**config.mk**
```make
export PLATFORM = sky130hd
export DESIGN_NAME = acs_sequencer
export DESIGN_NICKNAME = d
export VERILOG_FILES = /design/src/logic/acs_pkg.sv /design/src/logic/acs_sync2.sv /design/src/logic/acs_tick_divider.sv /design/src/logic/acs_sequencer.sv
export SDC_FILE = /design/constraint.sdc
export NUM_CORES = 1
export LEC_CHECK = 0
export BUFFER_PORTS_ARGS = -buffer_cell sky130_fd_sc_hd__buf_2
export CAP_MARGIN = 10
export CORE_ASPECT_RATIO = 2
export CORE_MARGIN = 1
export CORE_UTILIZATION = 42
export CTS_BUF_LIST = sky130_fd_sc_hd__clkbuf_8 sky130_fd_sc_hd__clkbuf_16
export DETAILED_ROUTE_END_ITERATION = 12
export SYNTH_ARGS = -nofsm -noshare
export SYNTH_HDL_FRONTEND = slang
export SYNTH_HIERARCHICAL = 1
export SYNTH_SLANG_ARGS = --single-unit
```
**constraint.sdc**
```tcl
create_clock -name clk -period 5.9 [get_ports clk]
set_clock_uncertainty 0.1 [all_clocks]
set_input_delay 0.295 -clock clk [delete_from_list [all_inputs] [get_ports clk]]
set_output_delay 0.295 -clock clk [all_outputs]
set_load 0.05 [all_outputs]
```
**src/logic/acs_pkg.sv**
```systemverilog
// Shared constants, register map and state types of the conversion sequencer.
// Assumes one 20 MHz clock; converter timing runs on source ticks.
package acs_pkg;

   localparam int          ACS_ADDR_W      = 4;
   localparam logic [3:0]  ACS_OFF_CTRL    = 4'h0;
   localparam logic [3:0]  ACS_OFF_STATUS  = 4'h4;
   localparam logic [3:0]  ACS_OFF_RESULT  = 4'h8;
   localparam logic [3:0]  ACS_OFF_PRESC   = 4'hC;
   localparam logic [1:0]  ACS_RESP_OKAY   = 2'h0;
   localparam logic [1:0]  ACS_RESP_SLVERR = 2'h2;

   // Control register fields
   localparam int ACS_B_START   = 0;
   localparam int ACS_B_AUTO    = 1;
   localparam int ACS_B_SPEED   = 2;
   localparam int ACS_B_GAIN    = 4;
   localparam int ACS_B_AMP     = 5;
   localparam int ACS_B_CURSRC  = 6;
   localparam int ACS_B_CHAN    = 8;
   // Status register fields
   localparam int ACS_B_BUSY    = 0;
   localparam int ACS_B_PEND    = 1;
   localparam int ACS_B_RESULT  = 8;
   // Prescaler mirror fields
   localparam int ACS_B_FAST_CLOCK_MODE   = 0;
   localparam int ACS_B_CLOCK_SOURCE_SELECT    = 1;
   localparam int ACS_B_FS      = 2;
   localparam int ACS_B_PS      = 5;

   // Phase lengths in conversion clocks
   localparam logic [4:0] ACS_DELAY_CYC   = 5'h01;
   localparam logic [4:0] ACS_SAMPLE_CYC  = 5'h04;
   localparam logic [4:0] ACS_OFFSET_CYC  = 5'h06;
   localparam logic [4:0] ACS_CORRECT_CYC = 5'h05;
   localparam logic [4:0] ACS_CONVERT_CYC = 5'h09;
   localparam logic [4:0] ACS_STD_TOTAL   =
      5'(ACS_DELAY_CYC + ACS_SAMPLE_CYC + ACS_CONVERT_CYC);
   localparam logic [4:0] ACS_AZ_TOTAL    =
      5'(ACS_DELAY_CYC + ACS_OFFSET_CYC + ACS_CORRECT_CYC + ACS_CONVERT_CYC);

   // Timer clock divide factors towards a 1 us conversion cycle
   localparam logic [5:0] ACS_TDIV_BASE = 6'h02;
   localparam logic [5:0] ACS_TDIV_SRC  = 6'h04;
   localparam logic [5:0] ACS_TDIV_FAST = 6'h10;

   localparam logic [7:0] ACS_SAR_MSB   = 8'h80;
   localparam logic [5:0] ACS_ONE6      = 6'h01;

   typedef enum logic [2:0] {
      PH_IDLE, PH_DELAY, PH_OFFSET, PH_CORRECT, PH_SAMPLE, PH_CONVERT,
      PH_FINISH
   } acs_phase_t;

   typedef struct packed {
      acs_phase_t  phase;
      logic [4:0]  phCnt;
      logic        busy;
      logic        pend;
      logic [7:0]  result;
      logic [7:0]  sar;
      logic        autoSel;
      logic [1:0]  speed;
      logic        gain;
      logic        ampEn;
      logic        curEn;
      logic [2:0]  chan;
      logic        fast_clock_mode;
      logic        clock_source_select;
      logic [2:0]  fs;
      logic [2:0]  ps;
      logic        cAuto;
      logic [1:0]  cSpeed;
      logic        cGain;
      logic [2:0]  cChan;
      logic        strobeD;
      logic        awHave;
      logic        wHave;
      logic [3:0]  awAddr;
      logic [31:0] wData;
      logic [3:0]  wStrb;
      logic        bvalid;
      logic [1:0]  bresp;
      logic        rvalid;
      logic [1:0]  rresp;
      logic [31:0] rdata;
   } acs_state_t;

endpackage

```
**src/logic/acs_sync2.sv**
```systemverilog
// Two flip-flop synchroniser for one level.
// Assumes the input is asynchronous to clk.
`timescale 1ns/1ps
module acs_sync2 import acs_pkg::*; (
   input  wire logic clk,
   input  wire logic rst_b,
   input  wire logic din,
   output logic      dout
);
   logic [1:0] sync_q;
   logic [1:0] sync_d;

   always_comb begin
      sync_d = {sync_q[0], din};
   end

   always_ff @(posedge clk or negedge rst_b) begin
      if (!rst_b) begin
         sync_q <= 2'h0;
      end else begin
         sync_q <= sync_d;
      end
   end

   assign dout = sync_q[1];
endmodule

```
**src/logic/acs_tick_divider.sv**
```systemverilog
// Divides a stream of one-cycle source ticks by a runtime ratio.
// Assumes ratio is at least one; restart realigns the count.
`timescale 1ns/1ps
module acs_tick_divider import acs_pkg::*; (
   input  wire logic       clk,
   input  wire logic       rst_b,
   input  wire logic       srcTick,
   input  wire logic [5:0] ratio,
   input  wire logic       restart,
   output logic            outTick
);
   logic [5:0] count_q;
   logic [5:0] count_d;
   logic       wrap;

   assign wrap    = (count_q >= 6'(ratio - ACS_ONE6));
   assign outTick = srcTick && wrap && !restart;

   always_comb begin
      count_d = count_q;
      if (restart) begin
         count_d = 6'h00;
      end else if (srcTick) begin
         count_d = wrap ? 6'h00 : 6'(count_q + ACS_ONE6);
      end
   end

   always_ff @(posedge clk or negedge rst_b) begin
      if (!rst_b) begin
         count_q <= 6'h00;
      end else begin
         count_q <= count_d;
      end
   end
endmodule

```
**src/logic/acs_sequencer.sv**
```systemverilog
// Conversion sequencer of an 8-bit successive-approximation converter.
// Assumes AXI4-Lite master on clk; ticks arrive on clk, comparator and
// timer strobe are asynchronous.
//
// Added by the designer: register access over AXI4-Lite and the address map.
`timescale 1ns/1ps
module acs_sequencer import acs_pkg::*; (
   input  wire logic                  clk,
   input  wire logic                  rst_b,
   input  wire logic [ACS_ADDR_W-1:0] s_axi_awaddr,
   input  wire logic                  s_axi_awvalid,
   output logic                       s_axi_awready,
   input  wire logic [31:0]           s_axi_wdata,
   input  wire logic [3:0]            s_axi_wstrb,
   input  wire logic                  s_axi_wvalid,
   output logic                       s_axi_wready,
   output logic [1:0]                 s_axi_bresp,
   output logic                       s_axi_bvalid,
   input  wire logic                  s_axi_bready,
   input  wire logic [ACS_ADDR_W-1:0] s_axi_araddr,
   input  wire logic                  s_axi_arvalid,
   output logic                       s_axi_arready,
   output logic [31:0]                s_axi_rdata,
   output logic [1:0]                 s_axi_rresp,
   output logic                       s_axi_rvalid,
   input  wire logic                  s_axi_rready,
   input  wire logic                  instructionClockTick,
   input  wire logic                  pwmTimerClockTick,
   input  wire logic                  timerConversionStrobe,
   input  wire logic                  comparatorHigh,
   output logic [2:0]                 muxChannel,
   output logic [7:0]                 sarTrial,
   output logic                       sampleHoldEnable,
   output logic                       offsetMeasureEnable,
   output logic                       offsetCorrectEnable,
   output logic                       convertEnable,
   output logic                       autozeroEnable,
   output logic                       errorAmpEnable,
   output logic                       currentSourceEnable,
   output logic                       conversionInProgress,
   output logic                       conversionPendingFlag,
   output logic [7:0]                 conversionResult
);
   acs_state_t st_q;
   acs_state_t st_d;
   logic       strobeS;
   logic       compS;
   logic       strobeRise;
   logic       swStart;
   logic       startConv;
   logic       setPend;
   logic       effAuto;
   logic [1:0] effSpeed;
   logic [5:0] timerRatio;
   logic [5:0] speedRatio;
   logic       timerTick;
   logic       srcTick;
   logic       convTick;
   logic       doWrite;
   logic [3:0] rdAddr;
   logic [3:0] wrAddr;
   logic [2:0] bitPos;

   acs_sync2 u_syncStrobe (
      .clk   (clk),
      .rst_b (rst_b),
      .din   (timerConversionStrobe),
      .dout  (strobeS)
   );

   acs_sync2 u_syncComp (
      .clk   (clk),
      .rst_b (rst_b),
      .din   (comparatorHigh),
      .dout  (compS)
   );

   // Timer ticks divided towards a 1 us cycle, prescale value ignored
   always_comb begin
      timerRatio = st_q.fast_clock_mode ? ACS_TDIV_FAST :
                   st_q.clock_source_select  ? ACS_TDIV_SRC  : ACS_TDIV_BASE;
      timerRatio = st_q.fs[0] ? 6'(timerRatio << 1) : timerRatio;
   end

   acs_tick_divider u_timerDiv (
      .clk     (clk),
      .rst_b   (rst_b),
      .srcTick (pwmTimerClockTick),
      .ratio   (timerRatio),
      .restart (startConv),
      .outTick (timerTick)
   );

   // Restarting on trigger keeps the cycle aligned with the strobe edge
   assign effAuto    = st_q.busy ? st_q.cAuto : st_q.autoSel;
   assign effSpeed   = st_q.busy ? st_q.cSpeed : st_q.speed;
   assign srcTick    = effAuto ? timerTick : instructionClockTick;
   assign speedRatio = 6'(ACS_ONE6 << effSpeed);

   acs_tick_divider u_speedDiv (
      .clk     (clk),
      .rst_b   (rst_b),
      .srcTick (srcTick),
      .ratio   (speedRatio),
      .restart (startConv),
      .outTick (convTick)
   );

   assign strobeRise = strobeS && !st_q.strobeD;
   assign doWrite    = st_q.awHave && st_q.wHave && !st_q.bvalid;
   assign wrAddr     = {st_q.awAddr[3:2], 2'h0};
   assign rdAddr     = {s_axi_araddr[3:2], 2'h0};
   assign swStart    = doWrite && wrAddr == ACS_OFF_CTRL && st_q.wStrb[0] &&
                       st_q.wData[ACS_B_START];
   // Busy triggers are lost on purpose
   assign startConv  = !st_q.busy &&
                       (st_q.autoSel ? strobeRise : swStart);
   assign setPend    = convTick && st_q.phase == PH_CONVERT &&
                       st_q.phCnt == 5'h00;
   assign bitPos     = 3'(st_q.phCnt - 5'h01);

   always_comb begin
      st_d = st_q;
      st_d.strobeD = strobeS;
      // Register bus
      if (s_axi_awvalid && s_axi_awready) begin
         st_d.awHave = 1'b1;
         st_d.awAddr = s_axi_awaddr;
      end
      if (s_axi_wvalid && s_axi_wready) begin
         st_d.wHave = 1'b1;
         st_d.wData = s_axi_wdata;
         st_d.wStrb = s_axi_wstrb;
      end
      if (st_q.bvalid && s_axi_bready) begin
         st_d.bvalid = 1'b0;
      end
      if (doWrite) begin
         st_d.awHave = 1'b0;
         st_d.wHave  = 1'b0;
         st_d.bvalid = 1'b1;
         st_d.bresp  = ACS_RESP_OKAY;
         case (wrAddr)
            ACS_OFF_CTRL: begin
               // Stored at once; the running conversion keeps its copy of auto, speed, gain and channel
               if (st_q.wStrb[0]) begin
                  st_d.autoSel = st_q.wData[ACS_B_AUTO];
                  st_d.speed   = st_q.wData[ACS_B_SPEED +: 2];
                  st_d.gain    = st_q.wData[ACS_B_GAIN];
                  st_d.ampEn   = st_q.wData[ACS_B_AMP];
                  st_d.curEn   = st_q.wData[ACS_B_CURSRC];
               end
               if (st_q.wStrb[1]) begin
                  st_d.chan = st_q.wData[ACS_B_CHAN +: 3];
               end
            end
            ACS_OFF_STATUS: begin
               if (st_q.wStrb[0] && st_q.wData[ACS_B_PEND]) begin
                  st_d.pend = 1'b0;
               end
            end
            ACS_OFF_RESULT: begin
            end
            ACS_OFF_PRESC: begin
               if (st_q.wStrb[0]) begin
                  st_d.fast_clock_mode = st_q.wData[ACS_B_FAST_CLOCK_MODE];
                  st_d.clock_source_select  = st_q.wData[ACS_B_CLOCK_SOURCE_SELECT];
                  st_d.fs    = st_q.wData[ACS_B_FS +: 3];
                  st_d.ps    = st_q.wData[ACS_B_PS +: 3];
               end
            end
            default: begin
               st_d.bresp = ACS_RESP_SLVERR;
            end
         endcase
      end
      if (st_q.rvalid && s_axi_rready) begin
         st_d.rvalid = 1'b0;
      end
      if (s_axi_arvalid && s_axi_arready) begin
         st_d.rvalid = 1'b1;
         st_d.rresp  = ACS_RESP_OKAY;
         case (rdAddr)
            ACS_OFF_CTRL: begin
               st_d.rdata = {21'h0, st_q.chan, 1'b0, st_q.curEn, st_q.ampEn,
                             st_q.gain, st_q.speed, st_q.autoSel, st_q.busy};
            end
            ACS_OFF_STATUS: begin
               st_d.rdata = {16'h0, st_q.result, 6'h0, st_q.pend, st_q.busy};
            end
            ACS_OFF_RESULT: begin
               st_d.rdata = {24'h0, st_q.result};
            end
            ACS_OFF_PRESC: begin
               st_d.rdata = {24'h0, st_q.ps, st_q.fs, st_q.clock_source_select, st_q.fast_clock_mode};
            end
            default: begin
               st_d.rdata = 32'h0;
               st_d.rresp = ACS_RESP_SLVERR;
            end
         endcase
      end
      // Conversion sequence
      if (startConv) begin
         // A starting write's speed, gain and channel fields already count for this run; auto keeps its old value
         st_d.busy   = 1'b1;
         st_d.cAuto  = st_q.autoSel;
         st_d.cSpeed = st_d.speed;
         st_d.cGain  = st_d.gain;
         st_d.cChan  = st_d.chan;
         st_d.phase  = PH_DELAY;
      end
      case (st_q.phase)
         PH_IDLE: begin
         end
         PH_DELAY: begin
            if (convTick && st_q.cGain) begin
               st_d.phase = PH_OFFSET;
               st_d.phCnt = 5'(ACS_OFFSET_CYC - 5'h01);
            end else if (convTick) begin
               st_d.phase = PH_SAMPLE;
               st_d.phCnt = 5'(ACS_SAMPLE_CYC - 5'h01);
            end
         end
         PH_OFFSET: begin
            if (convTick && st_q.phCnt == 5'h00) begin
               st_d.phase = PH_CORRECT;
               st_d.phCnt = 5'(ACS_CORRECT_CYC - 5'h01);
            end else if (convTick) begin
               st_d.phCnt = 5'(st_q.phCnt - 5'h01);
            end
         end
         PH_CORRECT, PH_SAMPLE: begin
            if (convTick && st_q.phCnt == 5'h00) begin
               st_d.phase = PH_CONVERT;
               st_d.phCnt = 5'(ACS_CONVERT_CYC - 5'h01);
               st_d.sar   = ACS_SAR_MSB;
            end else if (convTick) begin
               st_d.phCnt = 5'(st_q.phCnt - 5'h01);
            end
         end
         PH_CONVERT: begin
            if (setPend) begin
               st_d.result = st_q.sar;
               st_d.pend   = 1'b1;
               st_d.phase  = PH_FINISH;
            end else if (convTick) begin
               // Comparator high means input still above the trial level
               if (!compS) begin
                  st_d.sar[bitPos] = 1'b0;
               end
               if (bitPos != 3'h0) begin
                  st_d.sar[bitPos - 3'h1] = 1'b1;
               end
               st_d.phCnt = 5'(st_q.phCnt - 5'h01);
            end
         end
         PH_FINISH: begin
            st_d.busy  = 1'b0;
            st_d.phase = PH_IDLE;
         end
         default: begin
            st_d.phase = PH_IDLE;
            st_d.busy  = 1'b0;
         end
      endcase
   end

   always_ff @(posedge clk or negedge rst_b) begin
      if (!rst_b) begin
         st_q <= '0;
      end else begin
         st_q <= st_d;
      end
   end

   assign s_axi_awready = !st_q.awHave && !st_q.bvalid;
   assign s_axi_wready  = !st_q.wHave && !st_q.bvalid;
   assign s_axi_bvalid  = st_q.bvalid;
   assign s_axi_bresp   = st_q.bresp;
   assign s_axi_arready = !st_q.rvalid;
   assign s_axi_rvalid  = st_q.rvalid;
   assign s_axi_rdata   = st_q.rdata;
   assign s_axi_rresp   = st_q.rresp;

   assign muxChannel            = st_q.busy ? st_q.cChan : st_q.chan;
   assign sarTrial              = st_q.sar;
   assign sampleHoldEnable      = st_q.phase == PH_SAMPLE;
   assign offsetMeasureEnable   = st_q.phase == PH_OFFSET;
   assign offsetCorrectEnable   = st_q.phase == PH_CORRECT;
   assign convertEnable         = st_q.phase == PH_CONVERT;
   assign autozeroEnable        = st_q.busy ? st_q.cGain : st_q.gain;
   assign errorAmpEnable        = st_q.ampEn;
   assign currentSourceEnable   = st_q.curEn;
   assign conversionInProgress  = st_q.busy;
   assign conversionPendingFlag = st_q.pend;
   assign conversionResult      = st_q.result;

   // Conversion clocks seen while busy, for the length checks
   logic [4:0] tickCnt_q;
   always_ff @(posedge clk or negedge rst_b) begin
      if (!rst_b) begin
         tickCnt_q <= 5'h00;
      end else if (startConv) begin
         tickCnt_q <= 5'h00;
      end else if (st_q.busy && convTick && st_q.phase != PH_FINISH) begin
         tickCnt_q <= 5'(tickCnt_q + 5'h01);
      end
   end

   chk_trig_sets_busy: assert property (
      @(posedge clk) disable iff (!rst_b)
      startConv |=> st_q.busy && st_q.phase == PH_DELAY)
      else $error("trigger did not set in progress");
   chk_busy_drops_strobe: assert property (
      @(posedge clk) disable iff (!rst_b)
      st_q.busy && strobeRise |-> !startConv ##1 (st_q.phase != PH_DELAY ||
      $past(st_q.phase) == PH_DELAY))
      else $error("strobe restarted a running conversion");
   chk_gated_source: assert property (
      @(posedge clk) disable iff (!rst_b)
      startConv |-> (st_q.autoSel ? strobeRise : swStart))
      else $error("conversion started by wrong trigger");
   chk_pend_then_clear: assert property (
      @(posedge clk) disable iff (!rst_b)
      setPend |=> st_q.pend && st_q.busy ##1 !st_q.busy)
      else $error("pending and in progress out of order");
   chk_cfg_frozen: assert property (
      @(posedge clk) disable iff (!rst_b)
      st_q.busy && $past(st_q.busy) |->
      $stable(st_q.cGain) && $stable(st_q.cSpeed) && $stable(st_q.cChan))
      else $error("configuration changed during conversion");
   chk_phase_length: assert property (
      @(posedge clk) disable iff (!rst_b)
      $fell(st_q.busy) |->
      tickCnt_q == (st_q.cGain ? ACS_AZ_TOTAL : ACS_STD_TOTAL))
      else $error("conversion length wrong");
   chk_result_store: assert property (
      @(posedge clk) disable iff (!rst_b)
      setPend |=> conversionResult == $past(st_q.sar))
      else $error("result not stored from approximation");
   chk_clock_source: assert property (
      @(posedge clk) disable iff (!rst_b)
      st_q.busy && convTick |->
      (st_q.cAuto ? pwmTimerClockTick : instructionClockTick))
      else $error("conversion clock from wrong source");
   chk_cursrc_direct: assert property (
      @(posedge clk) disable iff (!rst_b)
      doWrite && wrAddr == ACS_OFF_CTRL && st_q.wStrb[0] |=>
      currentSourceEnable == $past(st_q.wData[ACS_B_CURSRC]))
      else $error("current source did not follow write");
endmodule

```
==> summary.md <==
| Metric | Value |
|---|---|
| Status | completed |
| GR peak layer | met2 |
| ANT cells | 0 |
| Share of the synthesized area in the top cell type | 0.439 |
| Ports | roughly 120 |
| Num rows | 61 |
| Netlist cell types | around 70 |
| Antenna-violating nets left | 0 |
| FMAX | approximately 0.23 GHz |
| Drc violations | 0 |
| RSZ-0062 raised after global routing | no |
| Compound-cell area share of the yosys netlist | 0.125 |
| Met2 usage | 0.358 |
| Largest net degree at the start of global routing | 63 |
| Pleak | 0.00301 uW |
| H-tree Lvls | 3 |
| Slew @ Worst Pin | ~920 ps |
| Final period utilization | 0.726 |
| Dominant cell type by area after synthesis | dfrtp_1 |
| TritonCTS Sinks | roughly 100 |
| Final hold slack | approximately 32 ps |
| Fin nets | roughly 670 |
| Met3 Use GR | 0.0286 |
| CP startpoint | st_q[95] |
| PwrDens | 508 nW/um^2 |
| Worst Path Max Fanout | 12 |
| IO buf count | 78 |
| Area grow syn2layout | 9.16% |
| Initial Util | 0.429 |
| Main flop type after synthesis | dfrtp_1 |
| Worst hold path class | in -> reg |
| GRT overflow | 0 |
| DP Cell Count | 773 |
| Seq/Total Area, Yosys | 0.439 |
| Synthesis Warnings | 6 |
| Max stage delay cell, worst path | or4_1 |
| Largest family of logic cells by synthesized area | simple AND/OR/NAND/NOR gates |
| Total CTS buffers | 9 |
| Final hold violations | 0 |
| Max_slew headroom | 0.382 |
| Post-synthesis adder-cell area fraction | 0.0422 |
| Hpwl dp | ~10000 um |
| Initial antenna violation count | 0 |
| Hold Startpoint | s_axi_rready |
| Tot GR Track Use | 0.190 |
| Clk root buf | clkbuf_16 |
| Syn_area_per_cell | 10.7 sq um |
| Peak supply drop | about 0.19 mV |
| Max Cap Viol | 0 |
| Die H | 170 um |
| Critical Path RT | approximately 6100 ps |
| Fraction of registers with async set/reset | 1.00 |
| Post-synthesis instance total | 555 |
| # setup viols final | 0 |
| Core area | 13800 sq um |
| CP endpoint kind | flop |
| First-pass GRT wire length | between 20000 and 25000 um |
| Clk buf depth | 2 |
| Post-synthesis mux area share | 0.128 |
| Worst-skew pair later-pin latency | approximately 340 ps |
| Total vias in the final route | around 4.2k |
| Startpoint types | flop |
| Critical path class | reg -> reg |
| Final Max Tran Viols | 0 |
| Cell area after synthesis | ~5900 sq um |
| Worst-path cell chain | nor3_1 > inv_1 > ha_1 > nand2_1 > xor2_1 > ha_1 > nand4_1 > o221a_1 > nor3_1 > mux2_2 > inv_1 > nor3_1 > buf_4 > nand2b_1 > or4_1 > a221o_1 > nand3b_1 |
| Top cells by area, synth | dfrtp_1, mux2_2, buf_4 |
| Met1 usage in global routing | 0.203 |
| CTS tree | yes |
| Setup TNS | 0 ps |
| Final non-filler cell total | a little under 800 |
| Wire length per cell | around 17 um |
| Final core utilization | 0.469 |
| Die width | between 80 and 90 um |
| Seq cells post-synth | about 100 |
| Vias per cell | 5.32 |
| Number of iterations in the first detailed-routing pass | 7 |
| Worst-path clk slew | ~70 ps |
| Critical register-to-register path startpoint | st_q[95] |
| CP dominant cell by count | nor3_1 |
| RD Place Congestion | just under 0.9 |
| Vias in the first global route | 4141 |
| Post-synth EDFFs | 0 |
| Max stage delay on crit path | between 400 and 500 ps |
| Clock period minus final worst setup slack | 4280 ps |
| Share of cells above drive strength 1 | 0.289 |
| Die ar. | between 10000 and 15000 sq um |
| Simple-gate share of the synthesized area | 0.135 |
| WP data arrival | 4450 ps |
| Synth Area in XOR/XNOR | 0.0281 |
| Final WL | between 10000 and 15000 um |
| Initial DRC Count | about 140 |
[through the flow]
step | power (uW) | area, sq um | setup slack, ps
final | 3290 | 6470 | 1620
after global routing | 3520 | 6470 | 1330
after CTS | 3320 | 6470 | 1630
after detailed placement | 2740 | 6160 | 1660
after global placement | 2690 | 6160 | 1740
after floorplan | 2450 | 6020 | 1920
[cells in the final DEF (no fill, tap or decap), types with 3 or more instances in the layout]
| master | n |
|---|---|
| inv_1 | 26 |
| nor2_1 | 23 |
| buf_4 | 4 |
| or3_1 | 4 |
| mux2i_1 | 6 |
| conb_1 | 24 |
| o31ai_1 | 8 |
| mux2_2 | 60 |
| a21oi_1 | 7 |
| nand2_1 | 35 |
| o211ai_1 | 3 |
| and2_1 | 4 |
| a21o_1 | 3 |
| o22ai_1 | 9 |
| nand2b_1 | 11 |
| nor3b_1 | 5 |
| xor2_1 | 12 |
| ha_1 | 20 |
| xnor2_1 | 7 |
| nor3_1 | 17 |
| a22oi_1 | 5 |
| or3b_1 | 3 |
| buf_2 | 77 |
| clkbuf_16 | 9 |
| nand3_1 | 9 |
| a21oi_2 | 3 |
| a22o_1 | 6 |
| dlygate4sd3_1 | 3 |
| a211oi_1 | 7 |
| nand3b_1 | 5 |
| a21boi_0 | 3 |
| o2111ai_1 | 4 |
| o21ai_0 | 21 |
| nor2b_1 | 3 |
| a31oi_1 | 4 |
| dfrtp_1 | 104 |
| a32o_1 | 5 |
[sequential cells by signal, indices dropped and copies added, names as in the netlist, 2 cells and up]
name / flops
s_axi_rdata: 16
u_timerDiv/count_q: 6
u_syncStrobe/sync_q: 2
u_speedDiv/count_q: 6
u_syncComp/sync_q: 2
sarTrial: 8
conversionResult: 8
st_q: 48
[logic make-up (layout without fill, tap and decap cells)]
| family | Yosys count | count (layout) |
|---|---|---|
| other cells | 1 | 24 |
| flops | 104 | 104 |
| fa+ha+maj | 20 | 20 |
| simple gates | 140 | 140 |
| compound gates | 103 | 103 |
| xor+xnor | 19 | 19 |
| buf+inv | 101 | 126 |
| mux | 67 | 67 |
[path summary, 6_finish.rpt]
check	to	slack (ps)	depth (start not counted)
worst min register to register	u_syncComp/sync_q[1]	250	0
worst max register to register	st_q[126]	1620	17
worst max-delay path	st_q[126]	1620	17
max in group asynchronous	conversionResult[1]	4100	3
worst min-delay path	s_axi_rvalid	30	2
min in group asynchronous	s_axi_rdata[11]	380	2
[where the power goes]
group	total, uW	internal (uW)	switching, uW
clock network	565	299	265
logic	1540	580	963
registers	1180	937	245
[synth_stat cells (all sizes together) (3+ instances only)]
| master | instances |
|---|---|
| xnor2 | 7 |
| a21boi | 3 |
| nor2b | 3 |
| nor3 | 19 |
| a22o | 6 |
| clkbuf | 8 |
| nor3b | 6 |
| buf | 67 |
| a21oi | 10 |
| nand2b | 11 |
| nand2 | 36 |
| o22ai | 9 |
| and2 | 5 |
| or3b | 4 |
| a211oi | 7 |
| o21ai | 22 |
| a31oi | 4 |
| xor2 | 12 |
| a21o | 3 |
| o211ai | 3 |
| nor2 | 24 |
| o31ai | 10 |
| nand3b | 5 |
| or3 | 5 |
| nand3 | 9 |
| mux2 | 60 |
| dfrtp | 104 |
| inv | 26 |
| o2111ai | 4 |
| a32o | 5 |
| ha | 20 |
| mux2i | 6 |
| a22oi | 5 |
[critical path: cells and delay by family, from the launching register on]
| family | cells | cell delay (ps) |
|---|---|---|
| AND/OR/NAND/NOR | 8 | 1730 |
| flip-flops | 1 | 450 |
| multiplexers | 1 | 260 |
| buffers and inverters | 3 | 400 |
| AO/OA/AOI/OAI | 2 | 660 |
| adder cells (fa/ha/maj) | 2 | 540 |
| XOR/XNOR | 1 | 70 |
[cell type report]
type / count / area (sq um)
clock inverter: 6 / 43.8
multi-input combinational: 373 / 2810
tap: 189 / 236
inverter: 26 / 97.6
clock buffer: 10 / 239
sequential: 104 / 2600
timing repair buffer: 84 / 445
fill: 1284 / 7340
[timing repair]
item,CTS,global route
endpoints found under the hold margin,44,0
hold buffers,3,0
gates resized for setup,0,0
buffers inserted,0,0
[layer usage]
metal | part of all wire | vias up | wire [um]
met2 | 0.57 | 102 | 7540
met4 | 0.032 | 0 | 429
met5 | 0 | - | 0
li1 | - | 2001 | -
met3 | 0.032 | 24 | 420
met1 | 0.37 | 2087 | 4880
No activity file was read; power rests on OpenSTA's default activity.
